## config.mk

```make
export PLATFORM = sky130hd
export DESIGN_NAME = scld_config_latch
export DESIGN_NICKNAME = d
export VERILOG_FILES = /design/src/hw/scld_config_latch.v /design/src/hw/scld_sync.v
export VERILOG_INCLUDE_DIRS = /design/src /design/src/hw
export SDC_FILE = /design/constraint.sdc
export NUM_CORES = 1
export LEC_CHECK = 0
export ABC_AREA = 0
export BUFFER_PORTS_ARGS = -buffer_cell sky130_fd_sc_hd__buf_2
export CAP_MARGIN = 30
export CORE_MARGIN = 2
export CORE_UTILIZATION = 42
export CTS_CLUSTER_DIAMETER = 80
export DETAILED_ROUTE_END_ITERATION = 8
export MAX_ROUTING_LAYER = met4
export PLACE_DENSITY = 0.73
export SYNTH_ARGS = -nofsm -noshare
export SYNTH_HDL_FRONTEND = slang
export SYNTH_HIERARCHICAL = 1
export SYNTH_SLANG_ARGS = --single-unit
```

## constraint.sdc

```tcl
create_clock -name clk -period 1.1 [get_ports clk]
set_input_delay 0 -clock clk [delete_from_list [all_inputs] [get_ports clk]]
set_output_delay 0 -clock clk [all_outputs]
set_load 0.1 [all_outputs]
```

## src/hw/scld_consts.vh

```
`ifndef SCLD_CONSTS_VH
`define SCLD_CONSTS_VH

// Latch bank addresses
`define SCLD_ADDR_RX_STATIC0 3'h0
`define SCLD_ADDR_RX_STATIC1 3'h1
`define SCLD_ADDR_RX_DYN 3'h2
`define SCLD_ADDR_TEST0 3'h3
`define SCLD_ADDR_TEST1 3'h4
`define SCLD_ADDR_TX_STATIC0 3'h5
`define SCLD_ADDR_TX_STATIC1 3'h6
`define SCLD_ADDR_TX_DYN 3'h7

// Field positions
`define SCLD_BIT_TRAIN_MULT 0
`define SCLD_BIT_RX_MODE_HI 6
`define SCLD_BIT_RX_PWR 5
`define SCLD_BIT_RX_MODE_LO 4
`define SCLD_BIT_RECLK_SEC 2
`define SCLD_BIT_RECLK_PRI 1
`define SCLD_BIT_TX_CKSEL 1
`define SCLD_BIT_TX_RATE 0
`define SCLD_BIT_TX_BIST_DIS 3
`define SCLD_BIT_TX_SEC 2
`define SCLD_BIT_TX_PRI 1
`define SCLD_BIT_PAB 0

// Reset values
`define SCLD_RST_TRAIN_MULT 1'b0
`define SCLD_RST_RX_PWR 1'b0
`define SCLD_RST_RX_MODE 2'h3
`define SCLD_RST_DRV_EN 1'b0
`define SCLD_RST_TX_CKSEL 1'b1
`define SCLD_RST_TX_RATE 1'b0
`define SCLD_RST_TX_BIST_DIS 1'b1
`define SCLD_RST_PAB 1'b1

// Receive mode codes
`define SCLD_RX_MODE_VIDEO 2'h1
`define SCLD_RX_MODE_BIST 2'h2

// Synchroniser depth in the transmit input clock domain
`define SCLD_SYNC_STAGES 2

`endif

```

## src/hw/scld_config_latch.v

```verilog
`timescale 1ns/1ps
`include "scld_consts.vh"

// Operation
// [RULE_01] Training multiplier select: 0 direct, 1 doubled
// [RULE_02] Host avoids multiplier 1 at low speed
// [RULE_03] Receive power enable resets 0, gates analog
// [RULE_04] Receive mode resets 11; 01 video, 10 BIST
// [RULE_05] Host never leaves receive mode 00/11
// [RULE_06] Reclocker driver enables reset 0, power gate
// [RULE_07] Both reclocker drivers off powers reclocker down
// [RULE_08] Device reset disables every serial driver
// [RULE_09] Clock source resets 1: reference, buffer bypassed
// [RULE_10] Rate select: 0 times ten, 1 times twenty
// [RULE_11] Reference clock plus rate 1: both edges
// [RULE_12] Host avoids rate 1 at low speed
// [RULE_13] Transmit BIST disable resets 1; 0 enables
// [RULE_14] Transmit driver enables reset 0, power gate
// [RULE_15] Both transmit drivers off powers channel down
// [RULE_16] Buffer reset latch resets 1; 0 recenters
// [RULE_17] Buffer reset synchronised to transmit input clock
// [RULE_18] Buffer reset latch clears itself after use
// [RULE_19] Write strobe low loads data into bank
// [RULE_20] Host never writes banks three or four
// [RULE_21] Host configures static, dynamic, then buffer reset
// [RULE_22] Latches hold until rewritten or reset

module scld_config_latch (
    // Clock and reset
    input wire clk,
    input wire rst_n,
    // Configuration write port
    input wire cfg_write_strobe_n,
    input wire [2:0] cfg_addr,
    input wire [6:0] cfg_data,
    // Speed straps
    input wire rx_speed_select,
    input wire tx_speed_select,
    // Transmit input clock, sampled as a level
    input wire tx_input_clock,
    // Receive side decode
    output reg train_clk_mult_sel,
    output reg train_clk_doubled,
    output reg rx_channel_power_enable,
    output reg [1:0] rx_receive_mode_sel,
    output reg rx_bist_enable,
    output reg rx_video_enable,
    output reg rx_mode_invalid,
    output reg reclk_primary_drv_en,
    output reg reclk_secondary_drv_en,
    output reg reclk_logic_power_enable,
    output reg rx_rate_invalid,
    // Transmit side decode
    output reg tx_input_clock_sel,
    output reg tx_pab_bypass,
    output reg tx_pll_rate_sel,
    output reg tx_clock_out_double,
    output reg tx_capture_both_edges,
    output reg tx_rate_invalid,
    output reg tx_selftest_disable,
    output reg tx_primary_drv_en,
    output reg tx_secondary_drv_en,
    output reg tx_logic_power_enable,
    output reg phase_align_buf_recenter,
    output reg pab_recenter_pulse
);

    reg tx_clk_prev_q;
    reg pab_sync_prev_q;
    wire tx_clk_rise;
    wire pab_sync;
    wire wr_en;
    wire wr_rx_static1;
    wire wr_rx_dyn;
    wire wr_tx_static1;
    wire wr_tx_dyn;
    wire pab_write_req;

    assign wr_en = ~cfg_write_strobe_n;
    assign tx_clk_rise = tx_input_clock & ~tx_clk_prev_q;
    // Banks 0, 5 and test banks 3, 4 decode to nothing
    assign wr_rx_static1 = wr_en && (cfg_addr == `SCLD_ADDR_RX_STATIC1);
    assign wr_rx_dyn = wr_en && (cfg_addr == `SCLD_ADDR_RX_DYN);
    assign wr_tx_static1 = wr_en && (cfg_addr == `SCLD_ADDR_TX_STATIC1);
    assign wr_tx_dyn = wr_en && (cfg_addr == `SCLD_ADDR_TX_DYN);
    assign pab_write_req = wr_tx_dyn && !cfg_data[`SCLD_BIT_PAB];

    // [RULE_17] Sample on transmit clock rise
    scld_sync u_pab_sync (
        .clk(clk),
        .rst_n(rst_n),
        .smp_en(tx_clk_rise),
        .d_in(phase_align_buf_recenter),
        .q_out(pab_sync)
    );

    // Edge detector for the level-sampled transmit input clock
    always @(posedge clk or negedge rst_n) begin
        if (!rst_n) begin
            tx_clk_prev_q <= 1'b0;
        end else begin
            tx_clk_prev_q <= tx_input_clock;
        end
    end

    // [RULE_19] Receive banks load on strobe
    // [RULE_22] Otherwise hold value
    always @(posedge clk or negedge rst_n) begin
        if (!rst_n) begin
            // [RULE_08] Reclocker drivers off in reset
            train_clk_mult_sel <= `SCLD_RST_TRAIN_MULT;
            rx_channel_power_enable <= `SCLD_RST_RX_PWR;
            rx_receive_mode_sel <= `SCLD_RST_RX_MODE;
            reclk_primary_drv_en <= `SCLD_RST_DRV_EN;
            reclk_secondary_drv_en <= `SCLD_RST_DRV_EN;
        end else begin
            if (wr_rx_static1) begin
                train_clk_mult_sel <= cfg_data[`SCLD_BIT_TRAIN_MULT];
            end
            if (wr_rx_dyn) begin
                rx_receive_mode_sel <= {cfg_data[`SCLD_BIT_RX_MODE_HI],
                                        cfg_data[`SCLD_BIT_RX_MODE_LO]};
                rx_channel_power_enable <= cfg_data[`SCLD_BIT_RX_PWR];
                reclk_secondary_drv_en <= cfg_data[`SCLD_BIT_RECLK_SEC];
                reclk_primary_drv_en <= cfg_data[`SCLD_BIT_RECLK_PRI];
            end
        end
    end

    // [RULE_19] Transmit banks load on strobe
    // [RULE_22] Otherwise hold value
    always @(posedge clk or negedge rst_n) begin
        if (!rst_n) begin
            // [RULE_08] Transmit drivers off in reset
            tx_input_clock_sel <= `SCLD_RST_TX_CKSEL;
            tx_pll_rate_sel <= `SCLD_RST_TX_RATE;
            // [RULE_13] Transmit BIST starts disabled
            tx_selftest_disable <= `SCLD_RST_TX_BIST_DIS;
            tx_primary_drv_en <= `SCLD_RST_DRV_EN;
            tx_secondary_drv_en <= `SCLD_RST_DRV_EN;
        end else begin
            if (wr_tx_static1) begin
                tx_input_clock_sel <= cfg_data[`SCLD_BIT_TX_CKSEL];
                tx_pll_rate_sel <= cfg_data[`SCLD_BIT_TX_RATE];
            end
            if (wr_tx_dyn) begin
                // [RULE_13] Zero enables transmit BIST
                tx_selftest_disable <= cfg_data[`SCLD_BIT_TX_BIST_DIS];
                tx_secondary_drv_en <= cfg_data[`SCLD_BIT_TX_SEC];
                tx_primary_drv_en <= cfg_data[`SCLD_BIT_TX_PRI];
            end
        end
    end

    // [RULE_16] Write 0 starts recenter, write 1 does nothing
    always @(posedge clk or negedge rst_n) begin
        if (!rst_n) begin
            phase_align_buf_recenter <= `SCLD_RST_PAB;
            pab_sync_prev_q <= 1'b1;
            pab_recenter_pulse <= 1'b0;
        end else begin
            if (tx_clk_rise) begin
                pab_sync_prev_q <= pab_sync;
            end
            // Recenter fires once per falling synced level
            pab_recenter_pulse <= tx_clk_rise & pab_sync_prev_q & ~pab_sync;
            // [RULE_18] Self clear once first stage took the low
            // Early clear: a new write can meet a stale synced low and merge with it
            // A write wins a tie with the clear
            if (pab_write_req) begin
                phase_align_buf_recenter <= 1'b0;
            end else if (tx_clk_rise) begin
                phase_align_buf_recenter <= 1'b1;
            end
        end
    end

    // Receive derived controls, registered so every output is a flop
    always @(posedge clk or negedge rst_n) begin
        if (!rst_n) begin
            train_clk_doubled <= 1'b0;
            rx_bist_enable <= 1'b0;
            rx_video_enable <= 1'b0;
            rx_mode_invalid <= 1'b1;
            reclk_logic_power_enable <= 1'b0;
            rx_rate_invalid <= 1'b0;
        end else begin
            // [RULE_01] Training clock doubling
            train_clk_doubled <= train_clk_mult_sel;
            // [RULE_02] Flag reserved speed combination
            rx_rate_invalid <= train_clk_mult_sel & ~rx_speed_select;
            // [RULE_04] Mode decode; [RULE_03] needs power
            rx_bist_enable <= rx_channel_power_enable &
                              (rx_receive_mode_sel == `SCLD_RX_MODE_BIST);
            rx_video_enable <= rx_channel_power_enable &
                               (rx_receive_mode_sel == `SCLD_RX_MODE_VIDEO);
            // [RULE_05] Codes 00 and 11 reported
            rx_mode_invalid <= (rx_receive_mode_sel != `SCLD_RX_MODE_VIDEO) &&
                               (rx_receive_mode_sel != `SCLD_RX_MODE_BIST);
            // [RULE_07] Reclocker off with both drivers
            // [RULE_06] Driver enables gate power
            reclk_logic_power_enable <= reclk_primary_drv_en | reclk_secondary_drv_en;
        end
    end

    // Transmit derived controls
    always @(posedge clk or negedge rst_n) begin
        if (!rst_n) begin
            tx_pab_bypass <= 1'b1;
            tx_clock_out_double <= 1'b0;
            tx_capture_both_edges <= 1'b0;
            tx_rate_invalid <= 1'b0;
            tx_logic_power_enable <= 1'b0;
        end else begin
            // [RULE_09] Reference clock bypasses buffer
            tx_pab_bypass <= tx_input_clock_sel;
            // [RULE_10] Twenty times when rate 1
            tx_clock_out_double <= tx_pll_rate_sel;
            // [RULE_11] Dual edge capture
            tx_capture_both_edges <= tx_input_clock_sel & tx_pll_rate_sel;
            // [RULE_12] Flag reserved speed combination
            tx_rate_invalid <= tx_pll_rate_sel & ~tx_speed_select;
            // [RULE_15] Channel off with both drivers
            // [RULE_14] Driver enables gate power
            tx_logic_power_enable <= tx_primary_drv_en | tx_secondary_drv_en;
        end
    end

endmodule

```

## src/hw/scld_sync.v

```verilog
`timescale 1ns/1ps
`include "scld_consts.vh"

module scld_sync (
    // Clock and reset
    input wire clk,
    input wire rst_n,
    // Sampling enable (one rising edge of the sampled clock)
    input wire smp_en,
    // Level in and out
    input wire d_in,
    output wire q_out
);

    reg [`SCLD_SYNC_STAGES-1:0] stage_q;

    // First stage feeds only the second; resets to idle high
    always @(posedge clk or negedge rst_n) begin
        if (!rst_n) begin
            stage_q <= {`SCLD_SYNC_STAGES{1'b1}};
        end else if (smp_en) begin
            stage_q <= {stage_q[`SCLD_SYNC_STAGES-2:0], d_in};
        end
    end

    assign q_out = stage_q[`SCLD_SYNC_STAGES-1];

endmodule

```

==> results of run 1 <==
[repair_timing]
item / in CTS / in global routing
hold buffers: 11 / 0
setup endpoints to repair: 8 / 17
resized for setup: 3 / 10
gates cloned: 0 / 0
hold endpoints to repair: 33 / 0
pin swaps: 0 / 0
setup buffers: 2 / 0
[per-layer routing]
layer  up-vias  share of wire (%)  global-route usage, %
li1        319                  -                      -
met1       345                 36                  18.21
met2        18                 59                  31.48
met3         2                3.5                  1.977
met4         0               0.94                  5.128
met5         -                  0                      -
[path summary, 6_finish.rpt]
path,start,end,slack [ns],cells after the start
setup / recovery,rx_receive_mode_sel[0]$_DFFE_PN1P_,rx_receive_mode_sel[0],-0.07,1
hold / removal,cfg_addr[1],train_clk_mult_sel$_DFFE_PN0P_,0.10,3
min in group asynchronous,rst_n,tx_clock_out_double$_DFF_PN0_,0.21,2
setup reg to reg,rx_receive_mode_sel[0]$_DFFE_PN1P_,rx_bist_enable$_DFF_PN0_,0.01,3
hold reg to reg,train_clk_mult_sel$_DFFE_PN0P_,train_clk_doubled$_DFF_PN0_,0.46,0
max in group asynchronous,rst_n,reclk_secondary_drv_en$_DFFE_PN0P_,0.47,2
[final cells by class]
| class | count | share of cell area, % |
|---|---|---|
| Inverter | 2 | 0.4484 |
| Multi-Input combinational cell | 30 | 18.46 |
| Sequential cell | 28 | 44.25 |
| Timing Repair Buffer | 54 | 32.59 |
| Tap cell | 28 | 2.093 |
| Clock buffer | 4 | 2.167 |
[logic make-up after synthesis]
| kind of cell | count (synthesis) | synth area share, % |
|---|---|---|
| mux | 14 | 15.38 |
| buf+inv | 2 | 0.7329 |
| flops | 28 | 69.60 |
| simple gates | 13 | 10.99 |
| fa+ha+maj | 2 | 2.442 |
| compound gates | 1 | 0.8549 |
[through the flow]
step / std cells / setup WS [ns] / setup TNS, ns
floorplan: 60 / -0.1271 / -0.3120
global placement: 129 / 0.04595 / 0
detailed placement: 129 / 0.01919 / 0
CTS: 146 / -0.07960 / -0.3015
global route: 146 / -0.1106 / -0.4955
finish: 146 / -0.06743 / -0.2491
[power by group through the flow]
stage	Sequential [mW]	Combinational (mW)	Clock, mW
2_1_floorplan	2.81	0.169	0
3_3_place_gp	1.50	2.12	0
3_5_place_dp	1.51	2.14	0
4_1_cts	1.49	2.21	0.502
5_1_grt	1.52	2.29	0.552
6_report	1.49	2.23	0.486
[tightest hold or removal path: stages]
cell,delay (ns)
sky130_fd_sc_hd__buf_2,0.12
sky130_fd_sc_hd__nor4b_1,0.06
sky130_fd_sc_hd__mux2_2,0.21
[Yosys cell counts]
cell type	count
sky130_fd_sc_hd__nand4b_1	1
sky130_fd_sc_hd__and2_1	3
sky130_fd_sc_hd__or2_2	2
sky130_fd_sc_hd__inv_1	2
sky130_fd_sc_hd__nor4b_1	1
sky130_fd_sc_hd__dfrtp_1	18
sky130_fd_sc_hd__ha_1	2
sky130_fd_sc_hd__nor4b_4	1
sky130_fd_sc_hd__nor2b_1	3
sky130_fd_sc_hd__dfstp_2	10
sky130_fd_sc_hd__o22a_1	1
sky130_fd_sc_hd__and4bb_2	1
sky130_fd_sc_hd__and3b_1	1
sky130_fd_sc_hd__mux2_2	14
==> flow_metrics.py, run 1 <==
metrics = {
    "setup_path": {
        "crit_type": "reg2out",
        "cp_slowest_stage_delay_ns": 0.68,
        "crit_buf_inv": 1,
        "critical_path.endpoint_type": "primary output",
        "critPathRequiredTime_ns": 1.10,
        "worst_setup_path_start_kind": "register",
        "critPathSlowestCell": "sky130_fd_sc_hd__dfstp_4",
        "cp_data_arrival_time_ns": 1.17,
        "cp_cell_instances": "buf_12",
        "critical_path.max_fanout": 4,
        "critPathTopFamily": "flip-flops",
    },
    "sta": {
        "final_period_minus_worst_setup_slack_ns": 1.167,
        "post-route-worst-setup-slack_ns": -0.06743,
        "timing.hold.ws_ns": 0.1012,
        "layout_worst_path_cycle_share_pct": 106.1,
        "worst_pin_slew_ns": 0.5985,
        "grt_setup_unrepaired": "true",
        "timing.max_slew.rel_slack_pct": 60.10,
        "final.setup_skew_ns": 0.001916,
        "hold_violation_total_from_the_final_report": 0,
        "setup_violations": 5,
        "drv_slew": 0,
        "max_freq_mhz": 856.6,
    },
    "synthesis": {
        "synth.cell_area_sq_um": 1025,
        "synth-seq-cells": 28,
        "syn_avg_cell_area_sq_um": 17.08,
        "synth.top_cell.area_share_pct": 43.96,
        "synthDominantAreaCellType": "sky130_fd_sc_hd__dfrtp_1",
        "synth_cells": 60,
        "synth_nets": 78,
        "netlist_top_cells_area": "sky130_fd_sc_hd__dfrtp_1 (44%), sky130_fd_sc_hd__dfstp_2 (26%), sky130_fd_sc_hd__mux2_2 (15%)",
        "synth_seq_area_share_pct": 69.60,
        "netlist-cell-type-count": 14,
        "yosysWarnings": 6,
    },
    "hold_path": {
        "hp-class": "in2reg",
    },
    "placement": {
        "place.detailed.hpwl_um": 1432,
        "detailed_place.area_sq_um": 1480,
        "gp_congestion": 0.6725,
        "place.port_buffers": 39,
    },
    "routing": {
        "vias_per_cell": 4.685,
        "route.detailed.drc": 0,
        "first_pass_iters": 4,
        "drtAntennaViolNets": 0,
        "detailroute.via_count": 684,
        "post_drt_wl_per_cell_um": 13.80,
        "route.final.wire_length_um": 2015,
        "drt_iter0_markers": 3,
    },
    "final_layout": {
        "fin_util_pct": 74.25,
        "drive_gt1_share_pct": 72.88,
        "filler_cells": 153,
        "antennaDiodeCount": 0,
        "fin_nets": 137,
        "layout.cell_area.non_filler_sq_um": 1674,
        "multiInputGateArea_sq_um": 309.0,
        "biggestRegsByFlops": "rx_receive_mode_sel x2, u_pab_sync/stage_q x2",
        "sequential_cell_area_sq_um": 740.7,
        "commonest_non_fill_non_tap_cells_in_the_layout": "sky130_fd_sc_hd__buf_2 (15), sky130_fd_sc_hd__mux2_2 (14), sky130_fd_sc_hd__clkbuf_4 (12), sky130_fd_sc_hd__buf_12 (12)",
        "syn_to_final_growth_pct": 63.37,
        "layout.cells.most_common": "sky130_fd_sc_hd__buf_2",
    },
    "global_routing": {
        "grt_pass1_wl_um": 3318,
        "first_global_vias": 735,
        "grt.overflow.total": 0,
        "grt_antenna_before_repair": 0,
        "track_usage_pct": 16.76,
        "grt_max_degree": 29,
    },
    "pwr": {
        "ir_drop_v": 0.001720,
        "share_comb_of_total_power_pct": 53.1,
        "pwr-share-seq_pct": 35.4,
        "netSwitchingFraction_pct": 47.54,
        "power.density_cell_area_nw_per_um2": 2509,
        "fin_total_pwr_mw": 4.201,
        "p_leak_nw": 0.7540,
        "internal_power_mw": 2.204,
        "share_clk_of_total_power_pct": 11.6,
        "switching_power_mw": 1.997,
    },
    "floorplan": {
        "initial_utilization_pct": 45.45,
        "die_height_um": 53.40,
        "design.core.area_sq_um": 2255,
        "floorplan.die_area_sq_um": 2851,
        "rows": 17,
        "ioPinCount": 40,
        "die_x_um": 53.40,
    },
    "clock_network": {
        "cts.htree.levels": 1,
        "numCtsBuffers": 3,
        "cts.sink_count": 28,
        "clk-insertion-delay-late_ns": 0.31,
        "clk_path_buf_depth": 2,
        "cts_tree": "done",
        "clk_pin_slew_worst_paths_ns": 0.14,
        "cts.root.buffer_cell": "sky130_fd_sc_hd__clkbuf_4",
    },
    "run": {
        "drv_cap": 0,
    },
    "run_status": {
        "violations_in_the_final_reports": "negative setup slack",
        "run_status": "finished with violations",
    },
}
No activity file was read; power rests on OpenSTA's default activity.
==> inputs of run 2 (changes only) <==
--- a/config.mk
+++ b/config.mk
@@ -15,6 +15,7 @@
 export DETAILED_ROUTE_END_ITERATION = 8
 export MAX_ROUTING_LAYER = met4
 export PLACE_DENSITY = 0.73
+export SKIP_CTS_REPAIR_TIMING = 1
 export SYNTH_ARGS = -nofsm -noshare
 export SYNTH_HDL_FRONTEND = slang
 export SYNTH_HIERARCHICAL = 1
==> flow_metrics.py, run 2 (synthesis results as in run 1) <==
metrics = {
    "floorplan": {
        "ioPinCount": 40,
        "die_x_um": 53.40,
        "initial_utilization_pct": 45.45,
        "design.core.area_sq_um": 2255,
        "die_height_um": 53.40,
        "floorplan.die_area_sq_um": 2851,
        "rows": 17,
    },
    "clock_network": {
        "clk_pin_slew_worst_paths_ns": 0.14,
        "cts.htree.levels": 1,
        "cts.root.buffer_cell": "sky130_fd_sc_hd__clkbuf_4",
        "cts_tree": "done",
        "numCtsBuffers": 3,
        "cts.sink_count": 28,
        "clk_path_buf_depth": 2,
        "clk-insertion-delay-late_ns": 0.31,
    },
    "setup_path": {
        "crit_buf_inv": 1,
        "critPathRequiredTime_ns": 1.10,
        "cp_cell_instances": "buf_12",
        "worst_setup_path_start_kind": "register",
        "crit_type": "reg2out",
        "critPathTopFamily": "flip-flops",
        "cp_slowest_stage_delay_ns": 0.67,
        "cp_data_arrival_time_ns": 1.16,
        "critical_path.endpoint_type": "primary output",
        "critical_path.max_fanout": 4,
        "critPathSlowestCell": "sky130_fd_sc_hd__dfstp_4",
    },
    "routing": {
        "detailroute.via_count": 682,
        "route.final.wire_length_um": 1977,
        "drt_iter0_markers": 3,
        "drtAntennaViolNets": 0,
        "post_drt_wl_per_cell_um": 13.63,
        "route.detailed.drc": 0,
        "vias_per_cell": 4.703,
        "first_pass_iters": 3,
    },
    "final_layout": {
        "syn_to_final_growth_pct": 62.64,
        "filler_cells": 154,
        "antennaDiodeCount": 0,
        "fin_nets": 136,
        "layout.cell_area.non_filler_sq_um": 1667,
        "drive_gt1_share_pct": 72.65,
        "biggestRegsByFlops": "rx_receive_mode_sel x2, u_pab_sync/stage_q x2",
        "commonest_non_fill_non_tap_cells_in_the_layout": "sky130_fd_sc_hd__clkbuf_4 (15), sky130_fd_sc_hd__buf_2 (15), sky130_fd_sc_hd__mux2_2 (14)",
    },
    "sta": {
        "timing.max_slew.rel_slack_pct": 59.78,
        "post-route-worst-setup-slack_ns": -0.06053,
        "final_period_minus_worst_setup_slack_ns": 1.161,
        "max_freq_mhz": 861.7,
        "setup_violations": 6,
        "drv_slew": 0,
        "timing.hold.ws_ns": 0.1076,
        "final.setup_skew_ns": 0.001848,
        "grt_setup_unrepaired": "true",
        "worst_pin_slew_ns": 0.6033,
        "layout_worst_path_cycle_share_pct": 105.5,
        "hold_violation_total_from_the_final_report": 0,
    },
    "global_routing": {
        "grt_max_degree": 29,
        "grt_pass1_wl_um": 3091,
        "grt.overflow.total": 0,
        "track_usage_pct": 15.53,
        "first_global_vias": 696,
        "grt_antenna_before_repair": 0,
    },
    "run_status": {
        "run_status": "finished with violations",
        "violations_in_the_final_reports": "negative setup slack",
    },
    "placement": {
        "place.detailed.hpwl_um": 1432,
        "place.port_buffers": 39,
        "gp_congestion": 0.6725,
        "detailed_place.area_sq_um": 1480,
    },
    "pwr": {
        "ir_drop_v": 0.001709,
        "p_leak_nw": 0.7488,
        "power.density_cell_area_nw_per_um2": 2509,
    },
    "run": {
        "drv_cap": 0,
    },
    "hold_path": {
        "hp-class": "in2reg",
    },
}
run 2: changes by cell type in the layout (fill, tap and decap cells not counted), sizes merged:
cell    delta
clkbuf     +3
buf        -4
run 2: worst min-delay path, stage by stage:
cell	delay, ns
sky130_fd_sc_hd__buf_2	0.12
sky130_fd_sc_hd__nor4b_1	0.06
sky130_fd_sc_hd__mux2_2	0.21
run 2: final timing paths:
kind	from	end	slack [ns]	cells past startpoint
hold / removal	cfg_addr[1]	train_clk_mult_sel$_DFFE_PN0P_	0.11	3
max in group asynchronous	rst_n	reclk_secondary_drv_en$_DFFE_PN0P_	0.46	2
setup reg to reg	rx_receive_mode_sel[0]$_DFFE_PN1P_	rx_bist_enable$_DFF_PN0_	-0.03	3
min in group asynchronous	rst_n	tx_rate_invalid$_DFF_PN0_	0.21	2
setup / recovery	rx_receive_mode_sel[0]$_DFFE_PN1P_	rx_receive_mode_sel[0]	-0.06	1
hold reg to reg	train_clk_mult_sel$_DFFE_PN0P_	train_clk_doubled$_DFF_PN0_	0.46	0
run 2: per-stage QoR:
step	std cells	power [mW]	setup TNS, ns	utilization (%)	setup slack, ns
after floorplan	60	2.974	-0.3120	-	-0.1271
after global placement	129	3.621	0	65.65	0.04595
after detailed placement	129	3.653	0	65.65	0.01919
after CTS	133	4.135	-0.4134	67.26	-0.07960
after global routing	145	4.353	-0.5325	73.92	-0.1109
final	145	4.181	-0.2635	73.92	-0.06053
run 2: power breakdown:
group          switching (mW)  internal (mW)  leakage [nW]
Combinational            1.55          0.674         0.407
Clock                   0.272          0.202        0.0210
Sequential              0.164           1.32         0.321
run 2: metal layers:
layer	GRT usage, %	up-vias	share of wire (%)
met5	-	-	0
met4	5.128	0	0.96
met3	1.977	2	3.3
met2	28.60	18	60
met1	17.12	340	36
li1	-	322	-
run 2: area by class of cell:
cell class,count,area (sq um),share of cell area [%]
clock buffer,4,36.28,2.177
timing repair buffer,53,538.0,32.28
sequential,28,740.7,44.44
tap,28,35.03,2.102
multi-input combinational,30,309.0,18.54
inverter,2,7.507,0.4505
==> inputs of run 3 (changes only) <==
--- a/config.mk
+++ b/config.mk
@@ -6,15 +6,17 @@
 export SDC_FILE = /design/constraint.sdc
 export NUM_CORES = 1
 export LEC_CHECK = 0
-export ABC_AREA = 0
+export ABC_AREA = 1
 export BUFFER_PORTS_ARGS = -buffer_cell sky130_fd_sc_hd__buf_2
 export CAP_MARGIN = 30
+export CELL_PAD_IN_SITES_DETAIL_PLACEMENT = 2
+export CELL_PAD_IN_SITES_GLOBAL_PLACEMENT = 2
 export CORE_MARGIN = 2
-export CORE_UTILIZATION = 42
+export CORE_UTILIZATION = 25
 export CTS_CLUSTER_DIAMETER = 80
 export DETAILED_ROUTE_END_ITERATION = 8
 export MAX_ROUTING_LAYER = met4
-export PLACE_DENSITY = 0.73
+export PLACE_DENSITY_LB_ADDON = 0.1
 export SKIP_CTS_REPAIR_TIMING = 1
 export SYNTH_ARGS = -nofsm -noshare
 export SYNTH_HDL_FRONTEND = slang
==> flow_metrics.py, run 3 <==
metrics = {
    "global_routing": {
        "grt_antenna_before_repair": 0,
        "first_global_vias": 1032,
        "grt_max_degree": 18,
        "track_usage_pct": 13.15,
        "grt_pass1_wl_um": 5043,
        "grt.overflow.total": 0,
    },
    "clock_network": {
        "clk_pin_slew_worst_paths_ns": 0.10,
        "clk-insertion-delay-late_ns": 0.27,
        "cts.root.buffer_cell": "sky130_fd_sc_hd__clkbuf_8",
        "cts.sink_count": 28,
        "numCtsBuffers": 3,
        "cts_tree": "done",
        "cts.htree.levels": 1,
        "clk_path_buf_depth": 2,
    },
    "final_layout": {
        "biggestRegsByFlops": "rx_receive_mode_sel x2, u_pab_sync/stage_q x2",
        "layout.cells.non_filler": 213,
        "syn_to_final_growth_pct": 61.81,
        "sequential_cell_area_sq_um": 733.2,
        "layout.cells.most_common": "sky130_fd_sc_hd__nand2_1",
        "multiInputGateArea_sq_um": 316.6,
        "filler_cells": 461,
        "fin_util_pct": 41.40,
        "fin_nets": 180,
        "antennaDiodeCount": 0,
        "commonest_non_fill_non_tap_cells_in_the_layout": "sky130_fd_sc_hd__nand2_1 (36), sky130_fd_sc_hd__buf_2 (25), sky130_fd_sc_hd__buf_12 (15)",
        "drive_gt1_share_pct": 45.34,
    },
    "sta": {
        "max_freq_mhz": 898.7,
        "setup_violations": 2,
        "timing.max_slew.rel_slack_pct": 67.61,
        "layout_worst_path_cycle_share_pct": 101.2,
        "hold_violation_total_from_the_final_report": 1,
        "drv_slew": 0,
        "final_period_minus_worst_setup_slack_ns": 1.113,
        "timing.hold.ws_ns": -0.01806,
        "final.setup_skew_ns": 0.005777,
        "finalSetupTns_ns": -0.02232,
        "worst_pin_slew_ns": 0.4892,
        "post-route-worst-setup-slack_ns": -0.01277,
        "grt_setup_unrepaired": "true",
    },
    "floorplan": {
        "design.core.area_sq_um": 4264,
        "rows": 24,
        "ioPinCount": 40,
        "die_height_um": 70.06,
        "die_x_um": 70.06,
        "initial_utilization_pct": 25.59,
        "floorplan.die_area_sq_um": 4908,
    },
    "synthesis": {
        "synth.cell_area_sq_um": 1091,
        "yosysWarnings": 6,
        "yosysMostFrequentCell": "sky130_fd_sc_hd__nand2_1",
        "netlist-cell-type-count": 15,
        "area_share_of_and_or_nand_nor_cells_after_synthesis_pct": 26.03,
        "synth_cells": 108,
        "largest_family_of_logic_cells_by_synthesized_area": "simple AND/OR/NAND/NOR gates",
        "synthDominantAreaCellType": "sky130_fd_sc_hd__dfrtp_1",
        "post_synth_most_frequent_cells": "sky130_fd_sc_hd__nand2_1 (36), sky130_fd_sc_hd__dfrtp_1 (18), sky130_fd_sc_hd__inv_1 (14)",
        "synth-seq-cells": 28,
        "synth-compound-area-share_pct": 0.4587,
        "asyncSetResetFlopFracSynth_pct": 100.0,
        "postSynth.topFlopCell": "sky130_fd_sc_hd__dfrtp_1",
        "synth.top_cell.area_share_pct": 41.28,
        "edff_count_synth": 0,
        "synthMuxAreaShare_pct": 0,
        "yosys.area_share.xor_xnor_pct": 0,
        "synthAdderAreaFrac_pct": 2.294,
        "netlist_top_cells_area": "sky130_fd_sc_hd__dfrtp_1 (41%), sky130_fd_sc_hd__dfstp_2 (24%), sky130_fd_sc_hd__nand2_1 (12%)",
        "synth_nets": 126,
        "synth_seq_area_share_pct": 65.37,
        "syn_avg_cell_area_sq_um": 10.10,
    },
    "placement": {
        "gp_congestion": 0.7261,
        "place.port_buffers": 39,
        "dp.cells": 200,
        "place.detailed.hpwl_um": 2198,
    },
    "setup_path": {
        "critical_path.max_fanout": 4,
        "cp_data_arrival_time_ns": 1.11,
        "crit_buf_inv": 1,
        "crit_type": "reg2out",
        "critical_path.endpoint_type": "primary output",
        "cp_cell_instances": "buf_12",
        "cp_slowest_stage_delay_ns": 0.67,
        "critPathSlowestCell": "sky130_fd_sc_hd__dfstp_4",
        "critPathRequiredTime_ns": 1.10,
        "critPathTopFamily": "flip-flops",
        "worst_setup_path_start_kind": "register",
    },
    "pwr": {
        "power.density_cell_area_nw_per_um2": 2363,
        "ir_drop_v": 0.001035,
        "fin_total_pwr_mw": 4.172,
        "p_leak_nw": 0.9075,
    },
    "run": {
        "drv_cap": 0,
    },
    "routing": {
        "vias_per_cell": 4.263,
        "drtAntennaViolNets": 0,
        "detailroute.via_count": 908,
        "first_pass_iters": 2,
        "drt_iter0_markers": 30,
        "route.final.wire_length_um": 2902,
        "route.detailed.drc": 0,
        "post_drt_wl_per_cell_um": 13.62,
    },
    "run_status": {
        "run_status": "finished with violations",
        "violations_in_the_final_reports": "negative hold slack, negative setup slack",
    },
    "hold_path": {
        "hp-class": "in2reg",
    },
}
-- run 3: worst min-delay path: stages --
cell	delay, ns
sky130_fd_sc_hd__buf_2	0.09
sky130_fd_sc_hd__nand3_1	0.07
sky130_fd_sc_hd__nand2_1	0.07
-- run 3: cell type report --
type                    instances  area share, %
clock inverters                 1          1.701
multi-input cells              63          17.93
repair buffers                 49          29.20
well taps                      52          3.685
inverters                      17          3.614
clock buffers                   3          2.339
flip-flops and latches         28          41.53
-- run 3: power breakdown --
group / switching (mW) / internal, mW / total (mW) / leakage [nW]
registers: 0.164 / 1.27 / 1.44 / 0.327
clock network: 0.324 / 0.487 / 0.811 / 0.0357
logic: 1.38 / 0.545 / 1.92 / 0.545
total: 1.87 / 2.30 / 4.17 / 0.908
-- run 3: layer usage --
metal / wire, um / track usage, %
met5: 0 / -
met4: 19 / 3.205
met3: 126 / 1.876
met2: 1554 / 22.33
met1: 1201 / 16.62
-- run 3: through the flow --
stage / area (sq um) / setup slack (ns)
CTS: 1675 / -0.03419
finish: 1765 / -0.01277
detailed placement: 1604 / 0.03293
global route: 1765 / -0.05712
floorplan: 1114 / -0.09516
global placement: 1604 / 0.08241
-- run 3: kinds of logic after synthesis --
| kind of cell | after synthesis |
|---|---|
| and+or+nand+nor | 60 |
| DFF | 28 |
| buffers and inverters | 17 |
| adders and majority gates | 2 |
| AOI/OAI and AO/OA | 1 |
-- run 3: path summary, 6_finish.rpt --
kind                                                         start                                   to  slack [ns]  cells after the start
worst max-delay path            rx_receive_mode_sel[0]$_DFFE_PN1P_               rx_receive_mode_sel[0]       -0.01                      1
worst min-delay path                                   cfg_data[5]  rx_channel_power_enable$_DFFE_PN0P_       -0.02                      3
worst max register to register  rx_receive_mode_sel[0]$_DFFE_PN1P_             rx_bist_enable$_DFF_PN0_        0.02                      4
worst min register to register      tx_input_clock_sel$_DFFE_PN1P_              tx_pab_bypass$_DFF_PN1_        0.41                      0
max in group asynchronous                                    rst_n       tx_input_clock_sel$_DFFE_PN1P_        0.48                      3
min in group asynchronous                                    rst_n  rx_channel_power_enable$_DFFE_PN0P_        0.14                      2
